`src/verilog/swecd_defines.vh`:
```
// Constants for the SPI write, protect and erase command decoder
// Functional notes
// - CMD24 writes one block, busy response
// - CMD25 writes blocks until stop or count
// - CMD27 programs writable config bits, busy
// - CMD28 sets group protect bit, busy
// - Protect group sized by low four bits of config field
// - CMD29 clears group protect bit, busy
// - CMD30 plain response with protect status in same cycle
// - CMD32 latches first erase sector
// - CMD33 latches last sector only; CMD32 alone selects a single sector
// - CMD34 drops one selected sector
// - CMD35 latches first erase group
// - CMD36 latches last erase group
// - CMD37 drops one selected group
// - CMD38 erases selection, busy response
// - Block length from latest CMD16
// - Block count from CMD23, next only
// - Index field decoded as plain binary
`ifndef SWECD_DEFINES_VH
`define SWECD_DEFINES_VH
`define SWECD_FRAME_W      48
`define SWECD_IDX_HI       45
`define SWECD_IDX_LO       40
`define SWECD_ARG_HI       39
`define SWECD_ARG_LO       8
`define SWECD_CMD_BLKLEN   6'h10
`define SWECD_CMD_BLKCNT   6'h17
`define SWECD_CMD_WR1      6'h18
`define SWECD_CMD_WRN      6'h19
`define SWECD_CMD_R26      6'h1a
`define SWECD_CMD_PCFG     6'h1b
`define SWECD_CMD_SETWP    6'h1c
`define SWECD_CMD_CLRWP    6'h1d
`define SWECD_CMD_QWP      6'h1e
`define SWECD_CMD_R31      6'h1f
`define SWECD_CMD_SECS     6'h20
`define SWECD_CMD_SECE     6'h21
`define SWECD_CMD_SECU     6'h22
`define SWECD_CMD_GRPS     6'h23
`define SWECD_CMD_GRPE     6'h24
`define SWECD_CMD_GRPU     6'h25
`define SWECD_CMD_ERASE    6'h26
`define SWECD_CMD_R39      6'h27
`define SWECD_BLKLEN_RST   32'h00000200
`define SWECD_WPSZ_RST     5'h00
`define SWECD_WPGRP_N      16
`define SWECD_RSP_ILLEGAL  8'h04
`define SWECD_RSP_OK       8'h00
`endif

```
`src/verilog/swecd_decoder.v`:
```
// SPI write, protect and erase command decoder with link sampling
`timescale 1ns/1ns
`include "swecd_defines.vh"
module swecd_decoder
(
	input  wire        clock,
	input  wire        resetn,
	input  wire        link_sclk,
	input  wire        link_cs_n,
	input  wire        link_mosi,
	input  wire        block_done,
	input  wire        stop_token,
	input  wire        op_done,
	input  wire [15:0] config_wr_bits,
	input  wire [4:0]  protect_group_size_field,
	output reg  [7:0]  resp_byte,
	output reg         resp_valid,
	output reg         resp_busy,
	output reg         write_start,
	output reg         write_multi,
	output reg  [31:0] write_addr,
	output reg  [31:0] block_length,
	output reg  [15:0] block_count,
	output reg         program_card_config_cmd,
	output reg  [15:0] card_config_bits,
	output reg  [15:0] protect_bits,
	output reg         protect_status_valid,
	output reg         erase_start,
	output reg  [31:0] erase_first,
	output reg  [31:0] erase_last,
	output reg         erase_by_group,
	output reg  [31:0] untag_addr,
	output reg         untag_valid
);
	localparam ST_IDLE  = 3'b001;
	localparam ST_BUSY  = 3'b010;
	localparam ST_MULTI = 3'b100;

	// Protect group index: shift by 9 plus the low four bits of the group size field
	function [3:0] grp_of;
		input [31:0] a;
		input [4:0]  sz;
		reg   [31:0] s;
		begin
			s = a >> (5'd9 + {1'b0, sz[3:0]});
			grp_of = s[3:0];
		end
	endfunction

	reg        sclk_m_r, sclk_s_r, sclk_d_r;
	reg        cs_m_r, cs_s_r;
	reg        mosi_m_r, mosi_s_r;
	reg [47:0] shift_r;
	reg [5:0]  nbits_r;
	reg [2:0]  state_r;
	reg        cnt_arm_r;
	reg [15:0] remain_r;
	wire       rise = sclk_s_r & ~sclk_d_r;
	wire [47:0] frm = {shift_r[46:0], mosi_s_r};
	wire [5:0]  idx = frm[`SWECD_IDX_HI:`SWECD_IDX_LO];
	wire [31:0] arg = frm[`SWECD_ARG_HI:`SWECD_ARG_LO];
	wire        got = rise & ~cs_s_r & (nbits_r == 6'd47);

	always @(posedge clock)
	begin
		if (!resetn)
		begin
			sclk_m_r <= 1'b0;
			sclk_s_r <= 1'b0;
			sclk_d_r <= 1'b0;
			cs_m_r <= 1'b1;
			cs_s_r <= 1'b1;
			mosi_m_r <= 1'b1;
			mosi_s_r <= 1'b1;
		end
		else
		begin
			sclk_m_r <= link_sclk;
			sclk_s_r <= sclk_m_r;
			sclk_d_r <= sclk_s_r;
			cs_m_r <= link_cs_n;
			cs_s_r <= cs_m_r;
			mosi_m_r <= link_mosi;
			mosi_s_r <= mosi_m_r;
		end
	end

	always @(posedge clock)
	begin
		if (!resetn)
		begin
			shift_r <= 48'h0;
			nbits_r <= 6'h0;
		end
		else if (cs_s_r)
			nbits_r <= 6'h0;
		else if (rise)
		begin
			// Hunt for start bit zero; idle line is high between frames
			if (nbits_r == 6'h0 && mosi_s_r)
				nbits_r <= 6'h0;
			else if (nbits_r == 6'd47)
				nbits_r <= 6'h0;
			else
				nbits_r <= nbits_r + 6'h1;
			shift_r <= frm;
		end
	end

	always @(posedge clock)
	begin
		if (!resetn)
		begin
			state_r <= ST_IDLE;
			resp_byte <= `SWECD_RSP_OK;
			resp_valid <= 1'b0;
			resp_busy <= 1'b0;
			write_start <= 1'b0;
			write_multi <= 1'b0;
			write_addr <= 32'h0;
			block_length <= `SWECD_BLKLEN_RST;
			block_count <= 16'h0;
			cnt_arm_r <= 1'b0;
			remain_r <= 16'h0;
			program_card_config_cmd <= 1'b0;
			card_config_bits <= 16'h0;
			protect_bits <= 16'h0;
			protect_status_valid <= 1'b0;
			erase_start <= 1'b0;
			erase_first <= 32'h0;
			erase_last <= 32'h0;
			erase_by_group <= 1'b0;
			untag_addr <= 32'h0;
			untag_valid <= 1'b0;
		end
		else
		begin
			resp_valid <= 1'b0;
			write_start <= 1'b0;
			program_card_config_cmd <= 1'b0;
			protect_status_valid <= 1'b0;
			erase_start <= 1'b0;
			untag_valid <= 1'b0;
			case (state_r)
			ST_IDLE:
			begin
				if (got)
				begin
					resp_valid <= 1'b1;
					resp_byte <= `SWECD_RSP_OK;
					case (idx)
					`SWECD_CMD_BLKLEN: block_length <= arg;
					`SWECD_CMD_BLKCNT:
					begin
						block_count <= arg[15:0];
						cnt_arm_r <= 1'b1;
					end
					`SWECD_CMD_WR1:
					begin
						write_addr <= arg;
						write_start <= 1'b1;
						write_multi <= 1'b0;
						resp_busy <= 1'b1;
						state_r <= ST_BUSY;
					end
					`SWECD_CMD_WRN:
					begin
						write_addr <= arg;
						write_start <= 1'b1;
						write_multi <= 1'b1;
						remain_r <= cnt_arm_r ? block_count : 16'h0;
						cnt_arm_r <= 1'b0;
						resp_busy <= 1'b1;
						state_r <= ST_MULTI;
					end
					`SWECD_CMD_PCFG:
					begin
						card_config_bits <= config_wr_bits;
						program_card_config_cmd <= 1'b1;
						resp_busy <= 1'b1;
						state_r <= ST_BUSY;
					end
					`SWECD_CMD_SETWP, `SWECD_CMD_CLRWP:
					begin
						protect_bits[grp_of(arg, protect_group_size_field)] <=
							(idx == `SWECD_CMD_SETWP);
						resp_busy <= 1'b1;
						state_r <= ST_BUSY;
					end
					`SWECD_CMD_QWP: protect_status_valid <= 1'b1;
					`SWECD_CMD_SECS, `SWECD_CMD_GRPS:
					begin
						erase_first <= arg;
						erase_last <= arg;
						erase_by_group <= (idx == `SWECD_CMD_GRPS);
					end
					`SWECD_CMD_SECE, `SWECD_CMD_GRPE: erase_last <= arg;
					`SWECD_CMD_SECU, `SWECD_CMD_GRPU:
					begin
						untag_addr <= arg;
						untag_valid <= 1'b1;
					end
					`SWECD_CMD_ERASE:
					begin
						erase_start <= 1'b1;
						resp_busy <= 1'b1;
						state_r <= ST_BUSY;
					end
					`SWECD_CMD_R26, `SWECD_CMD_R31, `SWECD_CMD_R39:
						resp_byte <= `SWECD_RSP_ILLEGAL;
					default: resp_valid <= 1'b0;
					endcase
				end
			end
			ST_BUSY:
			begin
				// Frames during busy are dropped; host must wait
				if (op_done)
				begin
					resp_busy <= 1'b0;
					state_r <= ST_IDLE;
				end
			end
			ST_MULTI:
			begin
				if (stop_token || (block_done && remain_r == 16'h1))
					state_r <= ST_BUSY;
				else if (block_done && remain_r != 16'h0)
					remain_r <= remain_r - 16'h1;
			end
			default: state_r <= ST_IDLE;
			endcase
		end
	end
endmodule

```
`config.mk`:
```
export PLATFORM = sky130hd
export DESIGN_NAME = swecd_decoder
export DESIGN_NICKNAME = d
export VERILOG_FILES = /design/src/verilog/swecd_decoder.v
export VERILOG_INCLUDE_DIRS = /design/src /design/src/verilog
export SDC_FILE = /design/constraint.sdc
export NUM_CORES = 1
export LEC_CHECK = 0
export BUFFER_PORTS_ARGS = -buffer_cell sky130_fd_sc_hd__buf_2
export CORE_MARGIN = 5
export CORE_UTILIZATION = 45
export DETAILED_ROUTE_END_ITERATION = 7
export PLACE_DENSITY = 0.68
export SYNTH_ARGS = -nofsm -noshare
export SYNTH_HDL_FRONTEND = slang
export SYNTH_SLANG_ARGS = --single-unit
export TNS_END_PERCENT = 20
```
`constraint.sdc`:
```
create_clock -name clock -period 3.16 [get_ports clock]
set_clock_uncertainty 0.1 [all_clocks]
set_input_delay 0.158 -clock clock [delete_from_list [all_inputs] [get_ports clock]]
set_output_delay 0.158 -clock clock [all_outputs]
set_load 0.01 [all_outputs]
```
==> results of run 1 <==
-- through the flow --
step / cell area (µm²) / hold WS, ns / utilization / total power, mW / setup WS (ns)
3_5_place_dp: 13270 / 0.2465 / 0.5079 / 4.058 / 0.2601
3_3_place_gp: 13270 / 0.2459 / 0.5079 / 4.055 / 0.2868
4_1_cts: 14540 / 0.08162 / 0.5563 / 7.720 / 0.2363
6_report: 14540 / 0.09999 / 0.5563 / 7.651 / 0.2271
2_1_floorplan: 11980 / 0.1595 / - / 4.009 / 0.7184
5_1_grt: 14540 / 0.1035 / 0.5563 / 7.906 / 0.02088
-- routing by layer --
layer	vias up	track usage	part of all wire
met1	4986	0.2982	0.43
met2	362	0.3652	0.46
met4	0	0.06618	0.028
met3	55	0.05349	0.078
li1	5116	-	-
met5	-	0	0
-- logic make-up after synthesis --
family / synth area share
adder cells (fa/ha/maj): 0.004185
multiplexers: 0.1003
XOR/XNOR: 0.005859
buffers and inverters: 0.05848
other: 0.0003135
AO/OA/AOI/OAI: 0.1180
flip-flops: 0.4954
AND/OR/NAND/NOR: 0.2174
-- final cells by class --
class	count	area [µm²]
fillers	2386	11600
clock buffers	43	910.9
repair buffers	297	1722
inverters	8	37.54
well taps	335	419.2
multi-input cells	988	5390
clock inverters	14	131.4
flip-flops and latches	296	5926
-- worst max-delay path by stage --
stage / from / end / slack [ns] / cells after the start
finish: state_r[0] / card_config_bits[7] / 0.23 / 6
CTS: state_r[0] / card_config_bits[14] / 0.24 / 6
detailed placement: state_r[0] / card_config_bits[14] / 0.26 / 6
floorplan: state_r[0] / card_config_bits[10] / 0.72 / 9
global placement: state_r[0] / card_config_bits[10] / 0.29 / 6
global route: state_r[0] / block_length[3] / 0.02 / 7
-- tightest hold or removal path, cell delays in order --
cell and delay [ns]:
buf_2 0.09, nand2b_1 0.15, a31oi_1 0.09, o41ai_1 0.23
-- cells in the mapped netlist, types with 6 or more instances --
library cell | n | area share
o22ai_1 | 8 | 0.0042
nand2b_1 | 12 | 0.0063
nand3_1 | 20 | 0.0084
mux4_2 | 13 | 0.024
a21oi_1 | 189 | 0.079
nor3_1 | 12 | 0.0050
or4_1 | 8 | 0.0050
mux2i_1 | 85 | 0.071
inv_1 | 8 | 0.0025
buf_6 | 6 | 0.0056
nor3b_1 | 7 | 0.0044
nand2_1 | 403 | 0.13
nand3b_1 | 6 | 0.0038
buf_2 | 38 | 0.016
o21ai_0 | 23 | 0.0096
buf_4 | 13 | 0.0082
nor2_1 | 107 | 0.034
clkbuf_1 | 69 | 0.022
dfxtp_1 | 296 | 0.50
-- power by group through the flow --
stage	Combinational (mW)	Clock [mW]	Sequential [mW]
CTS	0.235	3.72	3.76
floorplan	0.169	0	3.84
global placement	0.212	0	3.84
finish	0.237	3.65	3.76
global route	0.265	3.88	3.76
detailed placement	0.214	0	3.84
-- sequential cells by signal, indices dropped and copies added (netlist names), 3 cells and up --
register,flops
block_count,16
erase_first,32
state_r,3
write_addr,32
untag_addr,32
block_length,32
erase_last,32
remain_r,16
card_config_bits,16
nbits_r,6
protect_bits,16
shift_r,45
==> summary.md, run 1 <==
| Metric | Value |
|---|---|
| Switching share of power | `0.2155` |
| VDD IR max | `381.1 µV` |
| Crit path buffers/inverters | `1` |
| Largest net degree at the start of global routing | `95` |
| Reg-to-Reg Start | `state_r[0]` |
| Unrepaired setup endpoints after global routing | `no` |
| Worst-Skew Late Latency | `approximately 0.55 ns` |
| Setup TNS | `0 ns` |
| Cts hold-fix bufs | `22` |
| First-pass DRT Iterations | `5` |
| Worst-path maximum fanout | `17` |
| Crit share post-route | `0.9281` |
| Setup bufs post-CTS | `0` |
| Final Hold Fails | `0` |
| Hold Path Class | `in -> reg` |
| RePlAce Congestion | `0.8249` |
| CTS root buf | `clkbuf_16` |
| Setup crit start kind | `register` |
| Slew @ Worst Pin | `0.8184 ns` |
| Synthesis-to-finish area growth | `21.54%` |
| Sequential area share after synthesis | `0.4954` |
| Initial core utilization | `0.4577` |
| R2r setup slk | `0.23 ns` |
| Total wire length | `34.73 mm` |
| Total grt overflow | `0` |
| Clock Pin Slew Worst Setup and Hold Paths | `~0.060 ns` |
| Die X-Extent | `roughly 170 µm` |
| Slew Viols, Final | `0` |
| Most common cell after layout, fill and taps aside | `nand2_1` |
| Hold EP | `state_r[1]` |
| Hold path cells | `4` |
| Final setup fails | `0` |
| Max-slew headroom | `0.4533` |
| Post-synth EDFFs | `0` |
| Initial antenna violation count | `0` |
| Global-route wire length before repair | `around 56 mm` |
| Post-synthesis cell type count | `approximately 60` |
| Required time of the critical path | `between 3 and 4 ns` |
| Post-synth ARST share | `0` |
| Diode count | `0` |
| Commonest non-fill, non-tap cells in the layout | `nand2_1, dfxtp_1, buf_2` |
| Maxcap violations | `0` |
| Wire length per cell | `17.53 µm` |
| Final std cells w/o fill | `1981` |
| Vias in the first global route | `10055` |
| Register-to-Register Path Depth | `6` |
| Total die area | `between 20000 and 30000 µm²` |
| Worst-path cell chain | `or3b_1, or4_1, nor4_4, buf_4, mux2i_1, nor2_1` |
| Most used DFF post-synth | `dfxtp_1` |
| CTS H-tree lvls | `1` |
| DP Wirelength | `22.71 mm` |
| Synth Register Bits | `roughly 300` |
| Fin crit period | `2.933 ns` |
| CTS Buf Count | `31` |
| Post-Syn Instances | `1418` |
| Nets@finish | `1655` |
| Final ANT Viol Nets | `0` |
| Clk buf depth | `3` |
| Io pins | `roughly 250` |
| Placed Cells | `between 1500 and 2000` |
| Critical path capture point type | `register` |
| Post-CTS sizing | `0` |
| DRC violations left | `0` |
| Combinational share of power | `0.031` |
| Iter 0 DRT Violations | `~860` |
| CTS tree | `built` |
| Clock Power Share | `0.477` |
| CP max-delay cell | `or4_1` |
| Max Clk Rate | `~0.34 GHz` |
| Sw power | `1.649 mW` |
| Share of cells above drive strength 1 | `0.2236` |
| Status | `finished, final reports clean` |
| Yosys warning count | `0` |
| Reg power frac | `0.492` |
| Clk sinks | `between 200 and 300` |
| Power per cell area | `526.4 nW/µm²` |
| Worst Path Arrival | `about 3.2 ns` |
| Setup Crit Path Kind | `reg -> reg` |
| Pleak | `a little under 6 nW` |
| Total number of vias | `roughly 11000` |
| Internal power | `6.002 mW` |
| Syn Area/Cell | `8.435 µm²` |
| Overall routing resource usage | `0.2242` |
| Crit path max-delay family | `simple AND/OR/NAND/NOR gates` |
| Die Ht | `~170 µm` |
| Vias per cell | `around 5.3` |
| # rows | `a little under 60` |
| Mapped Area | `between 10000 and 15000 µm²` |
| I/O Buffers | `245` |
| Largest stage delay on the critical path | `~0.73 ns` |
| Hold path start | `stop_token` |
| RR Endpoint | `card_config_bits[7]` |
| Core footprint | `26130 µm²` |
Power figures use the tool's default switching activity.
==> run 2, diff against run 1 <==
- PLACE_DENSITY: 0.68 -> 0.72
==> run 2 against run 1 <==
Non-clock buffer count down 2. Combinational power about the same. Global-route usage is 0.25 points lower. Clock power barely moved. Count of clock-buffer cells in the layout grew 1. Fmax rose by 6.7%. Sequential share of layout area about the same. Design area shrank 0.10%. Power is 0.18% lower. Largest cell class unchanged.
==> summary.md, run 2 (same netlist as run 1, synthesis figures left out) <==
| Metric | Value |
|---|---|
| Status | `finished, final reports clean` |
| Wire length per cell | `17.53 µm (about the same)` |
| Worst Path Arrival | `3.06 ns (-0.18 ns)` |
| CTS root buf | `clkbuf_16` |
| Vias in the first global route | `10206 (+1.5%)` |
| Setup bufs post-CTS | `0 (unchanged)` |
| CP max-delay cell | `or3b_1` |
| Setup crit start kind | `register` |
| Clk sinks | `296 (unchanged)` |
| VDD IR max | `398.5 µV (+4.6%)` |
| Total wire length | `34.66 mm (-0.22%)` |
| Global-route wire length before repair | `55.26 mm (-1.2%)` |
| Final Hold Fails | `0 (unchanged)` |
| Max reg flops | `45 (unchanged)` |
| Met1 usage | `0.2898 (-0.008409)` |
| # rows | `59 (unchanged)` |
| Required time of the critical path | `3.47 ns (about the same)` |
| Worst-Skew Late Latency | `0.55 ns (about the same)` |
| Nets@finish | `1652 (-0.18%)` |
| Clock Pin Slew Worst Setup and Hold Paths | `0.07 ns (about the same)` |
| Worst-path cell chain | `or3b_1, or4_1, buf_4, nor4_4, buf_4, mux2i_1, nor2_1` |
| Die Ht | `173.0 µm (unchanged)` |
| Total grt overflow | `0 (unchanged)` |
| Critical path capture point type | `register` |
| Clk buf depth | `3 (unchanged)` |
| RePlAce Congestion | `0.8548 (+3.6%)` |
| Met3 GRT Util | `0.06157 (+0.008079)` |
| Post-DP Area | `13290 µm² (about the same)` |
| Slew Viols, Final | `0 (unchanged)` |
| DRC violations left | `0 (unchanged)` |
| Fin crit period | `2.749 ns (-0.1837 ns)` |
| CTS H-tree lvls | `1 (unchanged)` |
| Setup TNS | `0 ns (unchanged)` |
| Core footprint | `26130 µm² (unchanged)` |
| Io pins | `254 (unchanged)` |
| Busiest grt layer | `met2` |
| Final ANT Viol Nets | `0 (unchanged)` |
| Maxcap violations | `0 (unchanged)` |
| Overall routing resource usage | `0.2218 (-0.002451)` |
| CTS tree | `built` |
| DP Wirelength | `22.81 mm (+0.46%)` |
| Most frequent CP cell | `buf_4` |
| Hold Path Class | `in -> reg` |
| Vias per cell | `5.308 (about the same)` |
| Crit share post-route | `0.8700 (-0.05814)` |
| Setup ws final | `0.4108 ns (+0.1837 ns)` |
| Power per cell area | `526.0 nW/µm² (about the same)` |
| Grt met2 use | `0.3521 (-0.01313)` |
| Final std cells w/o fill | `1977 (-0.20%)` |
| Setup Crit Path Kind | `reg -> reg` |
| Initial antenna violation count | `1 (+1)` |
| Share of cells above drive strength 1 | `0.2194 (-0.004194)` |
| Max Clk Rate | `0.3637 GHz (+6.7%)` |
| Final Cell Area | `14520 µm² (-0.10%)` |
| Largest stage delay on the critical path | `0.49 ns (-0.24 ns)` |
| Slew @ Worst Pin | `0.7990 ns (-0.01940 ns)` |
| Reg with most FFs | `shift_r` |
| Die X-Extent | `173.0 µm (unchanged)` |
| Largest net degree at the start of global routing | `134 (+41%)` |
| I/O Buffers | `245 (unchanged)` |
| Initial core utilization | `0.4577 (unchanged)` |
| Post-CTS sizing | `0 (unchanged)` |
| Pleak | `5.826 nW (-0.36%)` |
| Synthesis-to-finish area growth | `21.41%` |
| Max-slew headroom | `0.4662 (+0.01296)` |
| Final setup fails | `0 (unchanged)` |
| Crit path buffers/inverters | `2 (+1)` |
| First-pass DRT Iterations | `5 (unchanged)` |
| Crit path max-delay family | `simple AND/OR/NAND/NOR gates` |
| DP Worst Slack | `0.4473 ns (+0.1873 ns)` |
| Total number of vias | `10493 (-0.25%)` |
| Worst-path maximum fanout | `17 (unchanged)` |
| Most common cell after layout, fill and taps aside | `nand2_1` |
| Placed Cells | `1901 (-0.053%)` |
| Unrepaired setup endpoints after global routing | `no` |
| CTS Buf Count | `30 (-3.2%)` |
| Commonest non-fill, non-tap cells in the layout | `nand2_1, dfxtp_1, buf_2` |
| Iter 0 DRT Violations | `673 (-21%)` |
| Total die area | `29940 µm² (unchanged)` |
-- run 2: changes by cell type in the layout (fill, tap and decap cells not counted), sizes merged --
cell / previous run / this run
diode: 0 / 1
bufinv: 2 / 3
dlygate4sd3: 22 / 21
buf: 275 / 274
inv: 9 / 8
clkinv: 11 / 6
clkbuf: 43 / 44
clkinvlp: 0 / 1
-- run 2: what timing repair did --
item | 4_1_cts | 5_1_grt
hold buffers | 21 | 0
hold endpoints to repair | 25 | 0
setup endpoints to repair | 0 | 0
-- run 2: path summary, 6_finish.rpt --
| path | start | slack (ns) | end | cells past startpoint |
|---|---|---|---|---|
| worst max-delay path | state_r[0] | 0.41 | card_config_bits[4] | 7 |
| worst min-delay path | stop_token | 0.04 | state_r[1] | 4 |
| worst max register to register | state_r[0] | 0.41 | card_config_bits[4] | 7 |
| worst min register to register | mosi_m_r | 0.31 | mosi_s_r | 1 |
-- run 2: worst register-to-register path, delay by kind of cell, from the launching register on --
kind,cells,cell delay (ns)
buffers and inverters,2,0.59
muxes,1,0.26
and+or+nand+nor,4,1.24
DFF,1,0.42
-- run 2: where the power goes --
group	switching (mW)	internal, mW
sequential	0.0165	3.74
clock	1.45	2.19
combinational	0.144	0.0899
total	1.61	6.03
-- run 2: through the flow --
step / utilization / power, mW / hold WS, ns
after CTS: 0.5556 / 7.708 / 0.03698
after floorplan: - / 4.009 / 0.1595
after global placement: 0.5084 / 4.053 / 0.2462
after global routing: 0.5557 / 7.889 / 0.1160
after detailed placement: 0.5084 / 4.058 / 0.2436
final: 0.5557 / 7.638 / 0.04072
-- run 2: layer usage --
layer	vias up	wire length, µm
li1	5095	-
met5	-	0
met1	4968	14670
met3	71	2776
met4	0	1238
met2	359	15970
-- run 2: layout make-up --
cell class / instances / area, µm²
fill: 2375 / 11610
sequential: 296 / 5926
multi-input combinational: 988 / 5385
timing repair buffer: 295 / 1729
clock buffer: 44 / 894.6
tap: 335 / 419.2
clock inverter: 10 / 127.6
inverter: 8 / 37.54
antenna: 1 / 2.502
